[src/core/bs_regs.svh]
// Register offsets, field positions and timing constants of the start-up sequencer.
`ifndef BS_REGS_SVH
`define BS_REGS_SVH

// ----------------------------------------------------------------------------
// Register map
// ----------------------------------------------------------------------------
`define BS_ADDR_W 12
`define BS_OFF_CTRL 12'h000
`define BS_OFF_STATUS 12'h004
`define BS_CTRL_SWEN_BIT 0
`define BS_STAT_SETTLED_BIT 0
`define BS_STAT_BOR_ACTIVE_BIT 1
`define BS_STAT_CORE_RUN_BIT 2
`define BS_STAT_OSC_READY_BIT 3
`define BS_STAT_STATE_LSB 4
`define BS_STAT_STATE_MSB 6
`define BS_STAT_BOR_FLAG_BIT 8

// ----------------------------------------------------------------------------
// Timing
// ----------------------------------------------------------------------------
`define BS_POWER_UP_TIMER_W 12
`define BS_POWER_UP_TIMER_TICKS 12'h800
`define BS_OST_W 11
`define BS_OST_TICKS 11'h400
`define BS_CLK_PERIOD_PS 5000
`define BS_PLL_LOCK_PS 2000000000
`define BS_PLL_CNT_W 19

// ----------------------------------------------------------------------------
// Asynchronous input slots
// ----------------------------------------------------------------------------
`define BS_NUM_ASYNC 6
`define BS_IN_POR 0
`define BS_IN_BOR_CMP 1
`define BS_IN_MASTER_CLEAR_PIN_N_N 2
`define BS_IN_LFOSC 3
`define BS_IN_POSC 4
`define BS_IN_SETTLED 5

`endif

[src/core/bs_pkg.sv]
// Types shared by the start-up sequencer modules.
package bs_pkg;

	typedef enum logic [1:0] {
		BS_BOR_OFF = 2'b00,
		BS_BOR_SOFTWARE = 2'b01,
		BS_BOR_SLEEP_GATED = 2'b10,
		BS_BOR_ALWAYS_ON = 2'b11
	} bs_bor_cfg_t;

	typedef enum logic [2:0] {
		BS_OSC_LOW_POWER_CRYSTAL = 3'b000,
		BS_OSC_CRYSTAL = 3'b001,
		BS_OSC_HIGH_SPEED_CRYSTAL = 3'b010,
		BS_OSC_HIGH_SPEED_PLL = 3'b011,
		BS_OSC_EXTERNAL_CLOCK = 3'b100,
		BS_OSC_RESISTOR_CAPACITOR = 3'b101,
		BS_OSC_INTERNAL = 3'b110
	} bs_osc_mode_t;

	typedef enum logic [2:0] {
		BS_ST_HOLD = 3'b000,
		BS_ST_POWER_UP_TIMER = 3'b001,
		BS_ST_OST = 3'b010,
		BS_ST_PLL = 3'b011,
		BS_ST_DONE = 3'b100
	} bs_state_t;

endpackage

[src/core/bs_seq.sv]
// Brown-out enable control and power-up start-up sequencer with APB registers.
//
// Contract
// - Sleep-gated config runs brown-out detection when awake, disables it in sleep.
// - Sleep-gated config re-enables brown-out detection on leaving sleep.
// - Enabled brown-out detection always requests the fixed voltage reference.
// - Brown-out detection acts only after reference settles; settled flag readable.
// - Disabled before reference settles means no brown-out reset from that period.
// - Config off keeps detection off; software enable bit unavailable.
// - Software config makes detection follow the software enable bit.
// - Config always-on keeps detection on; software enable bit unavailable.
// - Power-up timer counts 2048 low-frequency oscillator periods holding reset.
// - Power-up timer runs when its active-low disable bit is cleared.
// - Oscillator start-up counts 1024 primary oscillator cycles after power-up timer.
// - Oscillator start-up only in crystal modes, after power-on or oscillator restart; the code also runs it after a brown-out reset.
// - PLL mode adds a 2 ms lock time-out after oscillator start-up.
// - Power-up timer starts when power-on pulse ends, then oscillator start-up.
// - Resistor-capacitor mode without power-up timer releases reset directly.
// - Time-outs ignore master clear; release of the pin then starts execution.
// - Brown-out restarts power-up timer after recovery; new brown-out reinitialises it.
// - Software enable bit works only in software config, else reads zero.
//
// The APB register port and the register offsets are this design's own decisions.
`timescale 1ns/1ps
`include "bs_regs.svh"
module bs_seq import bs_pkg::*; #(
	parameter int PLL_LOCK_CYCLES = (`BS_PLL_LOCK_PS + `BS_CLK_PERIOD_PS - 1) / `BS_CLK_PERIOD_PS
) (
	input wire logic sys_clk,
	input wire logic resetn,
	input wire logic psel,
	input wire logic penable,
	input wire logic pwrite,
	input wire logic [`BS_ADDR_W-1:0] paddr,
	input wire logic [31:0] pwdata,
	output logic [31:0] prdata,
	output logic pready,
	output logic pslverr,
	input wire logic power_on_pulse,
	input wire logic brownout_comparator,
	input wire logic master_clear_pin_n,
	input wire logic low_freq_internal_osc,
	input wire logic primary_osc_input,
	input wire logic reference_settled,
	input wire logic [1:0] brownout_enable_config,
	input wire logic power_up_timer_disable_n,
	input wire logic [2:0] osc_mode,
	input wire logic sleep_mode,
	input wire logic osc_restart,
	output logic brownout_active,
	output logic fixed_voltage_reference_request,
	output logic brownout_reset,
	output logic osc_ready,
	output logic core_reset_n
);

	// ------------------------------------------------------------------------
	// Helpers
	// ------------------------------------------------------------------------
	typedef enum logic [1:0] {
		BS_REG_CTRL = 2'b00,
		BS_REG_STATUS = 2'b01,
		BS_REG_NONE = 2'b10
	} bs_reg_sel_t;

	function automatic bs_reg_sel_t reg_select(input logic [`BS_ADDR_W-1:0] addr);
		case (addr)
			`BS_OFF_CTRL: reg_select = BS_REG_CTRL;
			`BS_OFF_STATUS: reg_select = BS_REG_STATUS;
			default: reg_select = BS_REG_NONE;
		endcase
	endfunction

	function automatic logic crystal_mode(input logic [2:0] mode);
		case (mode)
			BS_OSC_LOW_POWER_CRYSTAL, BS_OSC_CRYSTAL, BS_OSC_HIGH_SPEED_CRYSTAL,
			BS_OSC_HIGH_SPEED_PLL: crystal_mode = 1'b1;
			default: crystal_mode = 1'b0;
		endcase
	endfunction

	// ------------------------------------------------------------------------
	// Input synchronisers
	// ------------------------------------------------------------------------
	logic [`BS_NUM_ASYNC-1:0] async_pins;
	logic [`BS_NUM_ASYNC-1:0] pin_level;
	logic [`BS_NUM_ASYNC-1:0] pin_rise;

	assign async_pins = {reference_settled, primary_osc_input, low_freq_internal_osc,
		master_clear_pin_n, brownout_comparator, power_on_pulse};

	genvar gi;
	generate
		for (gi = 0; gi < `BS_NUM_ASYNC; gi = gi + 1) begin : g_sync
			bs_sync u_sync (
				.sys_clk(sys_clk),
				.resetn(resetn),
				.async_in(async_pins[gi]),
				.level(pin_level[gi]),
				.rise(pin_rise[gi])
			);
		end
	endgenerate

	logic por_level;
	logic bor_cmp_level;
	logic master_clear_pin_n_level;
	logic settled_level;

	assign por_level = pin_level[`BS_IN_POR];
	assign bor_cmp_level = pin_level[`BS_IN_BOR_CMP];
	assign master_clear_pin_n_level = pin_level[`BS_IN_MASTER_CLEAR_PIN_N_N];
	assign settled_level = pin_level[`BS_IN_SETTLED];

	// ------------------------------------------------------------------------
	// Brown-out enable control
	// ------------------------------------------------------------------------
	logic software_brownout_enable;
	logic next_brownout_active;
	logic bor_flag;
	logic ctrl_write;
	logic status_write;

	assign ctrl_write = psel && penable && pwrite && (reg_select(paddr) == BS_REG_CTRL);
	assign status_write = psel && penable && pwrite && (reg_select(paddr) == BS_REG_STATUS);

	always_ff @(posedge sys_clk) begin
		if (!resetn) begin
			software_brownout_enable <= (brownout_enable_config == BS_BOR_SOFTWARE);
		end else if (brownout_enable_config != BS_BOR_SOFTWARE) begin
			software_brownout_enable <= 1'b0;
		end else if (ctrl_write) begin
			software_brownout_enable <= pwdata[`BS_CTRL_SWEN_BIT];
		end
	end

	always_comb begin
		case (brownout_enable_config)
			BS_BOR_OFF: next_brownout_active = 1'b0;
			BS_BOR_SOFTWARE: next_brownout_active = software_brownout_enable;
			BS_BOR_SLEEP_GATED: next_brownout_active = !sleep_mode;
			BS_BOR_ALWAYS_ON: next_brownout_active = 1'b1;
			default: next_brownout_active = 1'b0;
		endcase
	end

	always_ff @(posedge sys_clk) begin
		if (!resetn) begin
			brownout_active <= 1'b0;
		end else begin
			brownout_active <= next_brownout_active;
		end
	end

	assign fixed_voltage_reference_request = brownout_active;

	// A trip needs an enable that is still standing when the reference settles,
	// so an enable period cut short before settling never resets the core.
	always_ff @(posedge sys_clk) begin
		if (!resetn) begin
			brownout_reset <= 1'b0;
		end else begin
			brownout_reset <= brownout_active && settled_level && bor_cmp_level;
		end
	end

	// Sticky brown-out status; a new trip wins over a clearing write.
	always_ff @(posedge sys_clk) begin
		if (!resetn) begin
			bor_flag <= 1'b0;
		end else if (brownout_reset) begin
			bor_flag <= 1'b1;
		end else if (status_write && pwdata[`BS_STAT_BOR_FLAG_BIT]) begin
			bor_flag <= 1'b0;
		end
	end

	// ------------------------------------------------------------------------
	// Start-up timers
	// ------------------------------------------------------------------------
	bs_state_t state;
	bs_state_t next_state;
	logic power_up_timer_done;
	logic ost_done;
	logic pll_done;
	logic in_reset_chain;
	logic power_up_timer_enabled;
	logic use_ost;
	logic use_pll;

	assign power_up_timer_enabled = !power_up_timer_disable_n;
	assign use_ost = crystal_mode(osc_mode);
	assign use_pll = (osc_mode == BS_OSC_HIGH_SPEED_PLL);

	bs_tick_counter #(.WIDTH(`BS_POWER_UP_TIMER_W)) u_power_up_timer (
		.sys_clk(sys_clk),
		.resetn(resetn),
		.run(state == BS_ST_POWER_UP_TIMER),
		.tick(pin_rise[`BS_IN_LFOSC]),
		.target(`BS_POWER_UP_TIMER_TICKS),
		.done(power_up_timer_done)
	);

	bs_tick_counter #(.WIDTH(`BS_OST_W)) u_ost (
		.sys_clk(sys_clk),
		.resetn(resetn),
		.run(state == BS_ST_OST),
		.tick(pin_rise[`BS_IN_POSC]),
		.target(`BS_OST_TICKS),
		.done(ost_done)
	);

	bs_tick_counter #(.WIDTH(`BS_PLL_CNT_W)) u_pll (
		.sys_clk(sys_clk),
		.resetn(resetn),
		.run(state == BS_ST_PLL),
		.tick(1'b1),
		.target(`BS_PLL_CNT_W'(PLL_LOCK_CYCLES)),
		.done(pll_done)
	);

	always_comb begin
		next_state = state;
		case (state)
			BS_ST_HOLD: begin
				if (power_up_timer_enabled) begin
					next_state = BS_ST_POWER_UP_TIMER;
				end else if (use_ost) begin
					next_state = BS_ST_OST;
				end else begin
					next_state = BS_ST_DONE;
				end
			end
			BS_ST_POWER_UP_TIMER: begin
				if (power_up_timer_done) begin
					next_state = use_ost ? BS_ST_OST : BS_ST_DONE;
				end
			end
			BS_ST_OST: begin
				if (ost_done) begin
					next_state = use_pll ? BS_ST_PLL : BS_ST_DONE;
				end
			end
			BS_ST_PLL: begin
				if (pll_done) begin
					next_state = BS_ST_DONE;
				end
			end
			BS_ST_DONE: begin
				if (osc_restart && use_ost) begin
					next_state = BS_ST_OST;
				end
			end
			default: next_state = BS_ST_HOLD;
		endcase
		if (por_level || brownout_reset) begin
			next_state = BS_ST_HOLD;
		end
	end

	always_ff @(posedge sys_clk) begin
		if (!resetn) begin
			state <= BS_ST_HOLD;
		end else begin
			state <= next_state;
		end
	end

	// A restart after wake only stalls the clock; a reset source replays the chain.
	always_ff @(posedge sys_clk) begin
		if (!resetn) begin
			in_reset_chain <= 1'b1;
		end else if (next_state == BS_ST_HOLD) begin
			in_reset_chain <= 1'b1;
		end else if (next_state == BS_ST_DONE) begin
			in_reset_chain <= 1'b0;
		end
	end

	// The timers never look at master clear, so a late pin release runs at once.
	always_ff @(posedge sys_clk) begin
		if (!resetn) begin
			core_reset_n <= 1'b0;
			osc_ready <= 1'b0;
		end else begin
			core_reset_n <= ((next_state == BS_ST_DONE) || !in_reset_chain)
				&& (next_state != BS_ST_HOLD) && master_clear_pin_n_level && !por_level
				&& !brownout_reset;
			osc_ready <= (next_state == BS_ST_DONE);
		end
	end

	// ------------------------------------------------------------------------
	// APB slave
	// ------------------------------------------------------------------------
	logic [31:0] next_rdata;

	always_comb begin
		next_rdata = 32'h0000_0000;
		case (reg_select(paddr))
			BS_REG_CTRL: next_rdata[`BS_CTRL_SWEN_BIT] = software_brownout_enable;
			BS_REG_STATUS: begin
				next_rdata[`BS_STAT_SETTLED_BIT] = settled_level;
				next_rdata[`BS_STAT_BOR_ACTIVE_BIT] = brownout_active;
				next_rdata[`BS_STAT_CORE_RUN_BIT] = core_reset_n;
				next_rdata[`BS_STAT_OSC_READY_BIT] = osc_ready;
				next_rdata[`BS_STAT_STATE_MSB:`BS_STAT_STATE_LSB] = state;
				next_rdata[`BS_STAT_BOR_FLAG_BIT] = bor_flag;
			end
			default: next_rdata = 32'h0000_0000;
		endcase
	end

	// Read data is captured in the setup cycle, so every access ends in one wait-free phase.
	always_ff @(posedge sys_clk) begin
		if (!resetn) begin
			prdata <= 32'h0000_0000;
			pslverr <= 1'b0;
		end else if (psel && !penable) begin
			prdata <= pwrite ? 32'h0000_0000 : next_rdata;
			pslverr <= (reg_select(paddr) == BS_REG_NONE);
		end
	end

	assign pready = psel && penable;

	// ------------------------------------------------------------------------
	// Assertions
	// ------------------------------------------------------------------------
	property p_cfg_off;
		@(posedge sys_clk) disable iff (!resetn)
		brownout_enable_config == BS_BOR_OFF |=> !brownout_active;
	endproperty
	a_cfg_off: assert property (p_cfg_off) else $error("Detection on with config off.");

	property p_cfg_on;
		@(posedge sys_clk) disable iff (!resetn)
		brownout_enable_config == BS_BOR_ALWAYS_ON |=> brownout_active;
	endproperty
	a_cfg_on: assert property (p_cfg_on) else $error("Detection off with config on.");

	property p_sleep_off;
		@(posedge sys_clk) disable iff (!resetn)
		(brownout_enable_config == BS_BOR_SLEEP_GATED) && sleep_mode |=> !brownout_active;
	endproperty
	a_sleep_off: assert property (p_sleep_off) else $error("Detection on in sleep.");

	property p_wake_on;
		@(posedge sys_clk) disable iff (!resetn)
		(brownout_enable_config == BS_BOR_SLEEP_GATED) && !sleep_mode |=> brownout_active;
	endproperty
	a_wake_on: assert property (p_wake_on) else $error("Detection off when awake.");

	property p_sw_follow;
		@(posedge sys_clk) disable iff (!resetn)
		$stable(brownout_enable_config) && (brownout_enable_config == BS_BOR_SOFTWARE)
			|=> brownout_active == $past(software_brownout_enable);
	endproperty
	a_sw_follow: assert property (p_sw_follow) else $error("Detection ignores enable bit.");

	property p_ref_req;
		@(posedge sys_clk) disable iff (!resetn)
		brownout_active |-> fixed_voltage_reference_request;
	endproperty
	a_ref_req: assert property (p_ref_req) else $error("Reference not requested.");

	property p_trip_cause;
		@(posedge sys_clk) disable iff (!resetn)
		$rose(brownout_reset) |-> $past(brownout_active) && $past(settled_level);
	endproperty
	a_trip_cause: assert property (p_trip_cause) else $error("Trip without settled enable.");

	property p_swen_zero;
		@(posedge sys_clk) disable iff (!resetn)
		(brownout_enable_config != BS_BOR_SOFTWARE) |=> !software_brownout_enable;
	endproperty
	a_swen_zero: assert property (p_swen_zero) else $error("Enable bit reads set.");

	property p_power_up_timer_gate;
		@(posedge sys_clk) disable iff (!resetn)
		state == BS_ST_POWER_UP_TIMER |-> !core_reset_n && $past(!power_up_timer_disable_n);
	endproperty
	a_power_up_timer_gate: assert property (p_power_up_timer_gate) else $error("Power-up timer misgated.");

	property p_ost_mode;
		@(posedge sys_clk) disable iff (!resetn)
		$rose(state == BS_ST_OST) |-> $past(use_ost);
	endproperty
	a_ost_mode: assert property (p_ost_mode) else $error("Start-up count in wrong mode.");

	property p_bor_restart;
		@(posedge sys_clk) disable iff (!resetn)
		brownout_reset |=> state == BS_ST_HOLD ##1 !core_reset_n;
	endproperty
	a_bor_restart: assert property (p_bor_restart) else $error("Brown-out did not restart.");

	property p_core_release;
		@(posedge sys_clk) disable iff (!resetn)
		core_reset_n |-> state != BS_ST_HOLD && state != BS_ST_POWER_UP_TIMER && !in_reset_chain
			&& $past(master_clear_pin_n_level);
	endproperty
	a_core_release: assert property (p_core_release) else $error("Core released early.");
endmodule

[src/core/bs_sync.sv]
// Three-flop synchroniser with agreement filter and rising-edge pulse.
`timescale 1ns/1ps
module bs_sync (
	input wire logic sys_clk,
	input wire logic resetn,
	input wire logic async_in,
	output logic level,
	output logic rise
);
	logic meta;
	logic stage2;
	logic stage3;

	always_ff @(posedge sys_clk) begin
		if (!resetn) begin
			meta <= 1'b0;
			stage2 <= 1'b0;
			stage3 <= 1'b0;
		end else begin
			meta <= async_in;
			stage2 <= meta;
			stage3 <= stage2;
		end
	end

	// The level moves only when the second and third stages agree.
	always_ff @(posedge sys_clk) begin
		if (!resetn) begin
			level <= 1'b0;
			rise <= 1'b0;
		end else begin
			if (stage2 == stage3) begin
				level <= stage3;
			end
			rise <= (stage2 == stage3) && stage3 && !level;
		end
	end
endmodule

[src/core/bs_tick_counter.sv]
// Tick counter that raises done once a target count of ticks is reached.
`timescale 1ns/1ps
module bs_tick_counter #(
	parameter int WIDTH = 12
) (
	input wire logic sys_clk,
	input wire logic resetn,
	input wire logic run,
	input wire logic tick,
	input wire logic [WIDTH-1:0] target,
	output logic done
);
	logic [WIDTH-1:0] count;

	// Dropping run reinitialises the count, so an interrupted stage restarts.
	always_ff @(posedge sys_clk) begin
		if (!resetn || !run) begin
			count <= '0;
		end else if (tick && (count != target)) begin
			count <= count + 1'b1;
		end
	end

	assign done = run && (count == target);
endmodule

[config.mk]
export PLATFORM = sky130hd
export DESIGN_NAME = bs_seq
export DESIGN_NICKNAME = d
export VERILOG_FILES = /design/src/core/bs_pkg.sv /design/src/core/bs_seq.sv /design/src/core/bs_sync.sv /design/src/core/bs_tick_counter.sv
export VERILOG_INCLUDE_DIRS = /design/src /design/src/core
export SDC_FILE = /design/constraint.sdc
export NUM_CORES = 1
export LEC_CHECK = 0
export ABC_CLOCK_PERIOD_IN_PS = 2400
export BUFFER_PORTS_ARGS = -buffer_cell sky130_fd_sc_hd__buf_2
export CELL_PAD_IN_SITES_DETAIL_PLACEMENT = 1
export CELL_PAD_IN_SITES_GLOBAL_PLACEMENT = 1
export CORE_MARGIN = 4
export CORE_UTILIZATION = 39
export DETAILED_ROUTE_END_ITERATION = 12
export MAX_ROUTING_LAYER = met4
export PLACE_DENSITY_LB_ADDON = 0.05
export SLEW_MARGIN = 20
export SYNTH_ARGS = -nofsm -noshare
export SYNTH_HDL_FRONTEND = slang
export SYNTH_SLANG_ARGS = --single-unit
export TNS_END_PERCENT = 20
[constraint.sdc]
create_clock -name sys_clk -period 2.4 [get_ports sys_clk]
set_clock_uncertainty 0.15 [all_clocks]
set_input_delay 0.48 -clock sys_clk [delete_from_list [all_inputs] [get_ports sys_clk]]
set_output_delay 0.48 -clock sys_clk [all_outputs]
set_load 0.01 [all_outputs]
==> impl_metrics.toml, run 1 <==
[layout]
syn2layout_area_growth_pct = 12.5
final_common_cell = "dfxtp_1"
nNetsFinal = 547
final_cell_mix = "dfxtp_1, buf_2, nor2_1"
fin_util_pct = 45.0
num_antenna_cells = 0
drive_gt1_share_pct = 14.6

[routing]
drc_errors = 0
antenna_left = 0
avgViaCountPerCell = 4.96
drt_iter0_drc = 64
first_pass_iters = 4
wl_per_cell_um = 13.8
route.vias.total = 3048
routed_wirelength_um = 8480

[die]
die-area_um2 = 11700
coreArea_um2 = 9730
io_pins = 102
initial_utilization_pct = 40.0
rows = 36
die_width_um = 108
die_h_um = 108

[clock_tree]
clockBufferDepth = 2
postCtsSetupBuffers = 0
clock-sinks = 87
tritoncts = "yes"
root_buffer = "clkbuf_8"
cts_buffers = 9
clk_pin_slew_ns = 0.09
post_cts_resized = 0
clk_latency_ns = 0.34
htreeDepth = 3
cts_hold_buf = 0

[timing]
tightest_slew_ns = 0.645
finalCritPeriodShare_pct = 91.8
layout_setup_ws_ns = 0.196
period_needed_ns = 2.20
hold_viol = 0
grt_setup_unrepaired = "no"
setup_viol = 0
setup_tns_ns = 0
max_freq_ghz = 0.454
slew_headroom_pct = 56.9
hold_ws_ns = 0.185
slew_violations = 0

[logic_synthesis]
syn_area_um2 = 3900
ys.flop_type = "dfxtp_1"
synth_top_area_cell = "dfxtp_1"
async_reset_ff_share_pct = 0
synth_area_leaders = "dfxtp_1, buf_4, nor2_1"
yosysWarnings = 0
synth-seq-cells = 87
ys_seq_area_share_pct = 45.0
ys_types = 48
avgSynthCellArea_um2 = 9.06
synth_edf_count = 1
yosysTopAreaCellShare_pct = 44.2
syn-instance-count = 430

[grt]
grt_pass1_vias = 3180
grt.total_usage_pct = 16.0
grt_pass1_wl_um = 14700
grt_max_degree = 26
antenna_found_initial = 0
grt_overflow = 0

[placement]
dp.final_hpwl_um = 6340
post-place-ws_ns = 0.214
gp_congestion = 0.729
port_buffers = 47

[setup_path]
cp-start-kind = "flip-flop"
required_ns = 2.47
worstPathMaxFanout = 3
r2r-end = "u_power_up_timer.count[1]"
startpoint = "u_power_up_timer.count[0]"
end_kind = "flip-flop"
r2r-start = "u_power_up_timer.count[0]"
ff2ff_path_depth = 6
reg2reg_slack_ns = 0.20
worstSetupPathType = "reg2reg"
arrival_ns = 2.27
worstSetupEndpoint = "u_power_up_timer.count[1]"

[power]
p_leak_nw = 1.66
vdd_drop_max_uv = 291
powerDensity_nw_per_um2 = 624

[run_status]
status = "finished clean"

[job]
max_cap_violations = 0

[worst_hold_path]
hp-class = "in2reg"
logic make-up after synthesis:
family	count (synthesis)	share of synthesized area [%]
simple gates	188	27.1
flops	87	45.0
compound gates	62	10.2
buf+inv	50	7.26
xor+xnor	29	6.52
fa+ha+maj	8	2.57
mux	5	1.28
other cells	1	0.0962
final cells by class:
class                           instances  area [um^2]
Timing Repair Buffer                   50          258
Tap cell                              133          166
Clock buffer                           10          138
Inverter                               12         45.0
Clock inverter                          6         76.3
Fill cell                            1190         5350
Sequential cell                        87         1750
Multi-Input combinational cell        316         1950
power by group:
part	internal, mW	switching [mW]
registers	1.47	0.0251
clock network	0.529	0.561
logic	0.0640	0.0848
total	2.06	0.671
how the worst min path moves through the flow:
stage / cells past startpoint / to / slack, ns / from
after floorplan: 1 / g_sync[3].u_sync.rise / 0.24 / g_sync[3].u_sync.level
after global placement: 1 / g_sync[3].u_sync.rise / 0.25 / g_sync[3].u_sync.level
after detailed placement: 1 / g_sync[3].u_sync.rise / 0.25 / g_sync[3].u_sync.level
after CTS: 2 / g_sync[1].u_sync.meta / 0.16 / brownout_comparator
after global routing: 2 / g_sync[1].u_sync.meta / 0.17 / brownout_comparator
final: 2 / g_sync[3].u_sync.meta / 0.18 / low_freq_internal_osc
critical path, stage by stage (launching register included):
cell and delay [ns]:
dfxtp_1 0.34, inv_1 0.09, ha_1 0.16, or4b_2 0.63, o31ai_1 0.43, mux2i_1 0.23
nor2_1 0.05
state kept, by name (all words and copies together) (netlist names):
register	count
bor_flag	1
brownout_active	1
brownout_reset	1
core_reset_n	1
g_sync.u_sync.level	6
g_sync.u_sync.meta	6
g_sync.u_sync.rise	2
g_sync.u_sync.stage2	6
g_sync.u_sync.stage3	6
in_reset_chain	1
osc_ready	1
prdata	8
pslverr	1
software_brownout_enable	1
state	3
u_ost.count	11
u_pll.count	19
u_power_up_timer.count	12
metal layers:
| metal | track usage [%] | up-vias | wire length [um] |
|---|---|---|---|
| li1 | - | 1558 | - |
| met1 | 20.2 | 1451 | 4000 |
| met2 | 26.4 | 33 | 4190 |
| met3 | 2.63 | 6 | 218 |
| met4 | 4.60 | 0 | 74 |
| met5 | - | - | 0 |
metrics by stage:
step	std cells	area (um^2)	total power, mW
floorplan	453	3980	1.65
global placement	598	4170	1.68
detailed placement	598	4170	1.68
CTS	614	4380	2.79
global route	614	4380	2.87
finish	614	4380	2.73
Yosys cell counts (2+ instances only):
cell,count
nand3_1,19
a21oi_1,12
o31ai_1,3
and2_1,22
dfxtp_1,86
xor2_1,15
inv_1,12
and4_1,7
ha_1,8
or3_1,12
nand2_1,19
nor2b_1,13
a21boi_0,4
nand2b_1,5
mux2i_1,5
a31oi_1,2
xnor2_1,14
o21ai_0,21
clkbuf_1,12
buf_4,25
nand3b_1,3
a22oi_1,8
o31a_1,2
nand4_1,12
nor4bb_1,3
nor4_1,7
and3_1,11
nor3_1,9
o311ai_0,2
or4_1,3
nor2_1,37
Power figures use the tool's default switching activity.
==> run 2: changes to the inputs <==
--- a/config.mk
+++ b/config.mk
@@ -6,15 +6,18 @@
 export SDC_FILE = /design/constraint.sdc
 export NUM_CORES = 1
 export LEC_CHECK = 0
+export ABC_AREA = 1
 export ABC_CLOCK_PERIOD_IN_PS = 2400
 export BUFFER_PORTS_ARGS = -buffer_cell sky130_fd_sc_hd__buf_2
 export CELL_PAD_IN_SITES_DETAIL_PLACEMENT = 1
 export CELL_PAD_IN_SITES_GLOBAL_PLACEMENT = 1
 export CORE_MARGIN = 4
-export CORE_UTILIZATION = 39
+export CORE_UTILIZATION = 38
 export DETAILED_ROUTE_END_ITERATION = 12
 export MAX_ROUTING_LAYER = met4
 export PLACE_DENSITY_LB_ADDON = 0.05
+export RECOVER_POWER = 50
+export SKIP_LAST_GASP = 1
 export SLEW_MARGIN = 20
 export SYNTH_ARGS = -nofsm -noshare
 export SYNTH_HDL_FRONTEND = slang
==> impl_metrics.toml, run 2 <==
[grt]
grt_max_degree = 16
antenna_found_initial = 0
grt_pass1_wl_um = 15900
grt.total_usage_pct = 15.3
grt_pass1_vias = 3541
grt_overflow = 0

[setup_path]
worstPathMaxFanout = 10
worstSetupPathType = "reg2reg"
r2r-start = "state[1]"
end_kind = "flip-flop"
arrival_ns = 2.06
r2r-end = "u_pll.count[11]"
required_ns = 2.52
ff2ff_path_depth = 6
cp-start-kind = "flip-flop"
reg2reg_slack_ns = 0.47

[timing]
hold_viol = 0
slew_violations = 0
setup_tns_ns = 0
slew_headroom_pct = 61.8
finalCritPeriodShare_pct = 80.5
grt_setup_unrepaired = "no"
tightest_slew_ns = 0.574
period_needed_ns = 1.93
layout_setup_ws_ns = 0.468
max_freq_ghz = 0.518
hold_ws_ns = 0.154
setup_viol = 0

[logic_synthesis]
yosysWarnings = 0
async_reset_ff_share_pct = 0
synth-seq-cells = 87
synth_common_cells = "nand2_1, dfxtp_1, inv_1, nor2_1, a21oi_1"
avgSynthCellArea_um2 = 7.46
syn_area_um2 = 4150
synth_area_leaders = "dfxtp_1, nand2_1, inv_1"
syn-instance-count = 556
ys_seq_area_share_pct = 42.2
yosysTopAreaCellShare_pct = 41.5
ys.flop_type = "dfxtp_1"
synth_edf_count = 1
synth_top_area_cell = "dfxtp_1"
ys_types = 46
synth_most_common_cell = "nand2_1"

[layout]
nNetsFinal = 678
final_common_cell = "nand2_1"
biggestRegsByFlops = "u_pll.count (19), u_power_up_timer.count (12), u_ost.count (11)"
final_cell_mix = "nand2_1, dfxtp_1, inv_1"
fin_cells = 748
fin_util_pct = 43.9
syn2layout_area_growth_pct = 10.6
regMostFlops = "u_pll.count"
drive_gt1_share_pct = 13.9
num_antenna_cells = 0
fillers = 1383
finalInstanceArea_um2 = 4590
largest_reg_flops = 19

[job]
max_cap_violations = 0

[die]
die_width_um = 112
die_h_um = 112
io_pins = 102
die-area_um2 = 12700
coreArea_um2 = 10500
initial_utilization_pct = 39.7
rows = 37

[routing]
avgViaCountPerCell = 4.68
drt_iter0_drc = 112
route.vias.total = 3497
wl_per_cell_um = 12.1
antenna_left = 0
routed_wirelength_um = 9040
first_pass_iters = 4
drc_errors = 0

[placement]
dp_cells = 732
post-place-ws_ns = 0.433
gp_congestion = 0.769
dp.final_hpwl_um = 7040
port_buffers = 47
placed_cell_area_um2 = 4430

[clock_tree]
tritoncts = "yes"
cts_hold_buf = 0
clk_latency_ns = 0.36
post_cts_resized = 0
clockBufferDepth = 2
cts_buffers = 9
htreeDepth = 3
postCtsSetupBuffers = 0
clock-sinks = 87
clk_pin_slew_ns = 0.09
root_buffer = "clkbuf_8"

[power]
p_leak_nw = 1.85
vdd_drop_max_uv = 524
power.total_mw = 2.69
powerDensity_nw_per_um2 = 586

[worst_hold_path]
hp-class = "in2reg"
whs_path_depth = 3
hp-start = "reference_settled"
hold_path_end = "g_sync[5].u_sync.meta"

[run_status]
status = "finished clean"
run 2: cell families (layout without fill, tap and decap cells):
group,after synthesis,after routing,synth area share [%]
and+or+nand+nor,247,247,29.3
xor gates and xnor gates,3,3,0.633
AOI/OAI and AO/OA,88,88,11.6
other,1,24,0.0904
adders and majority gates,9,9,2.65
buffers and inverters,121,154,13.5
DFF,87,87,42.2
run 2: worst max path at each step:
stage / endpoint / cells after the start / slack, ns / from
after CTS: u_pll.count[16] / 12 / 0.47 / u_pll.count[0]
after global routing: u_pll.count[5] / 6 / 0.15 / state[1]
after global placement: prdata[4] / 8 / 0.51 / paddr[11]
after floorplan: u_pll.count[16] / 12 / 0.74 / u_pll.count[0]
after detailed placement: prdata[6] / 8 / 0.43 / paddr[11]
final: u_pll.count[11] / 6 / 0.47 / state[1]
run 2: report_power, final:
| part | internal (mW) | leakage, nW | switching, mW |
|---|---|---|---|
| clock network | 0.483 | 0.0956 | 0.534 |
| registers | 1.47 | 0.708 | 0.0226 |
| logic | 0.0590 | 1.05 | 0.119 |
run 2: final cells by class:
class	instances	area [um^2]	share of cell area [%]
multi-input cells	371	1920	41.7
flip-flops and latches	87	1750	38.2
inverters	88	330	7.20
repair buffers	50	226	4.93
well taps	136	170	3.71
clock buffers	9	124	2.70
clock inverters	7	72.6	1.58
run 2: worst max-delay path: stages (launching register included):
cell	delay, ns
dfxtp_1	0.39
inv_1	0.11
nor3_1	0.32
nand2_1	0.35
inv_2	0.28
o21ai_1	0.10
a21oi_1	0.14
run 2: routing by layer:
metal	vias to the layer above	routed length [um]	GRT usage, %
met5	-	0	-
met4	0	81	3.13
met3	9	282	3.72
met2	46	4490	25.9
met1	1612	4190	18.7
li1	1830	-	-
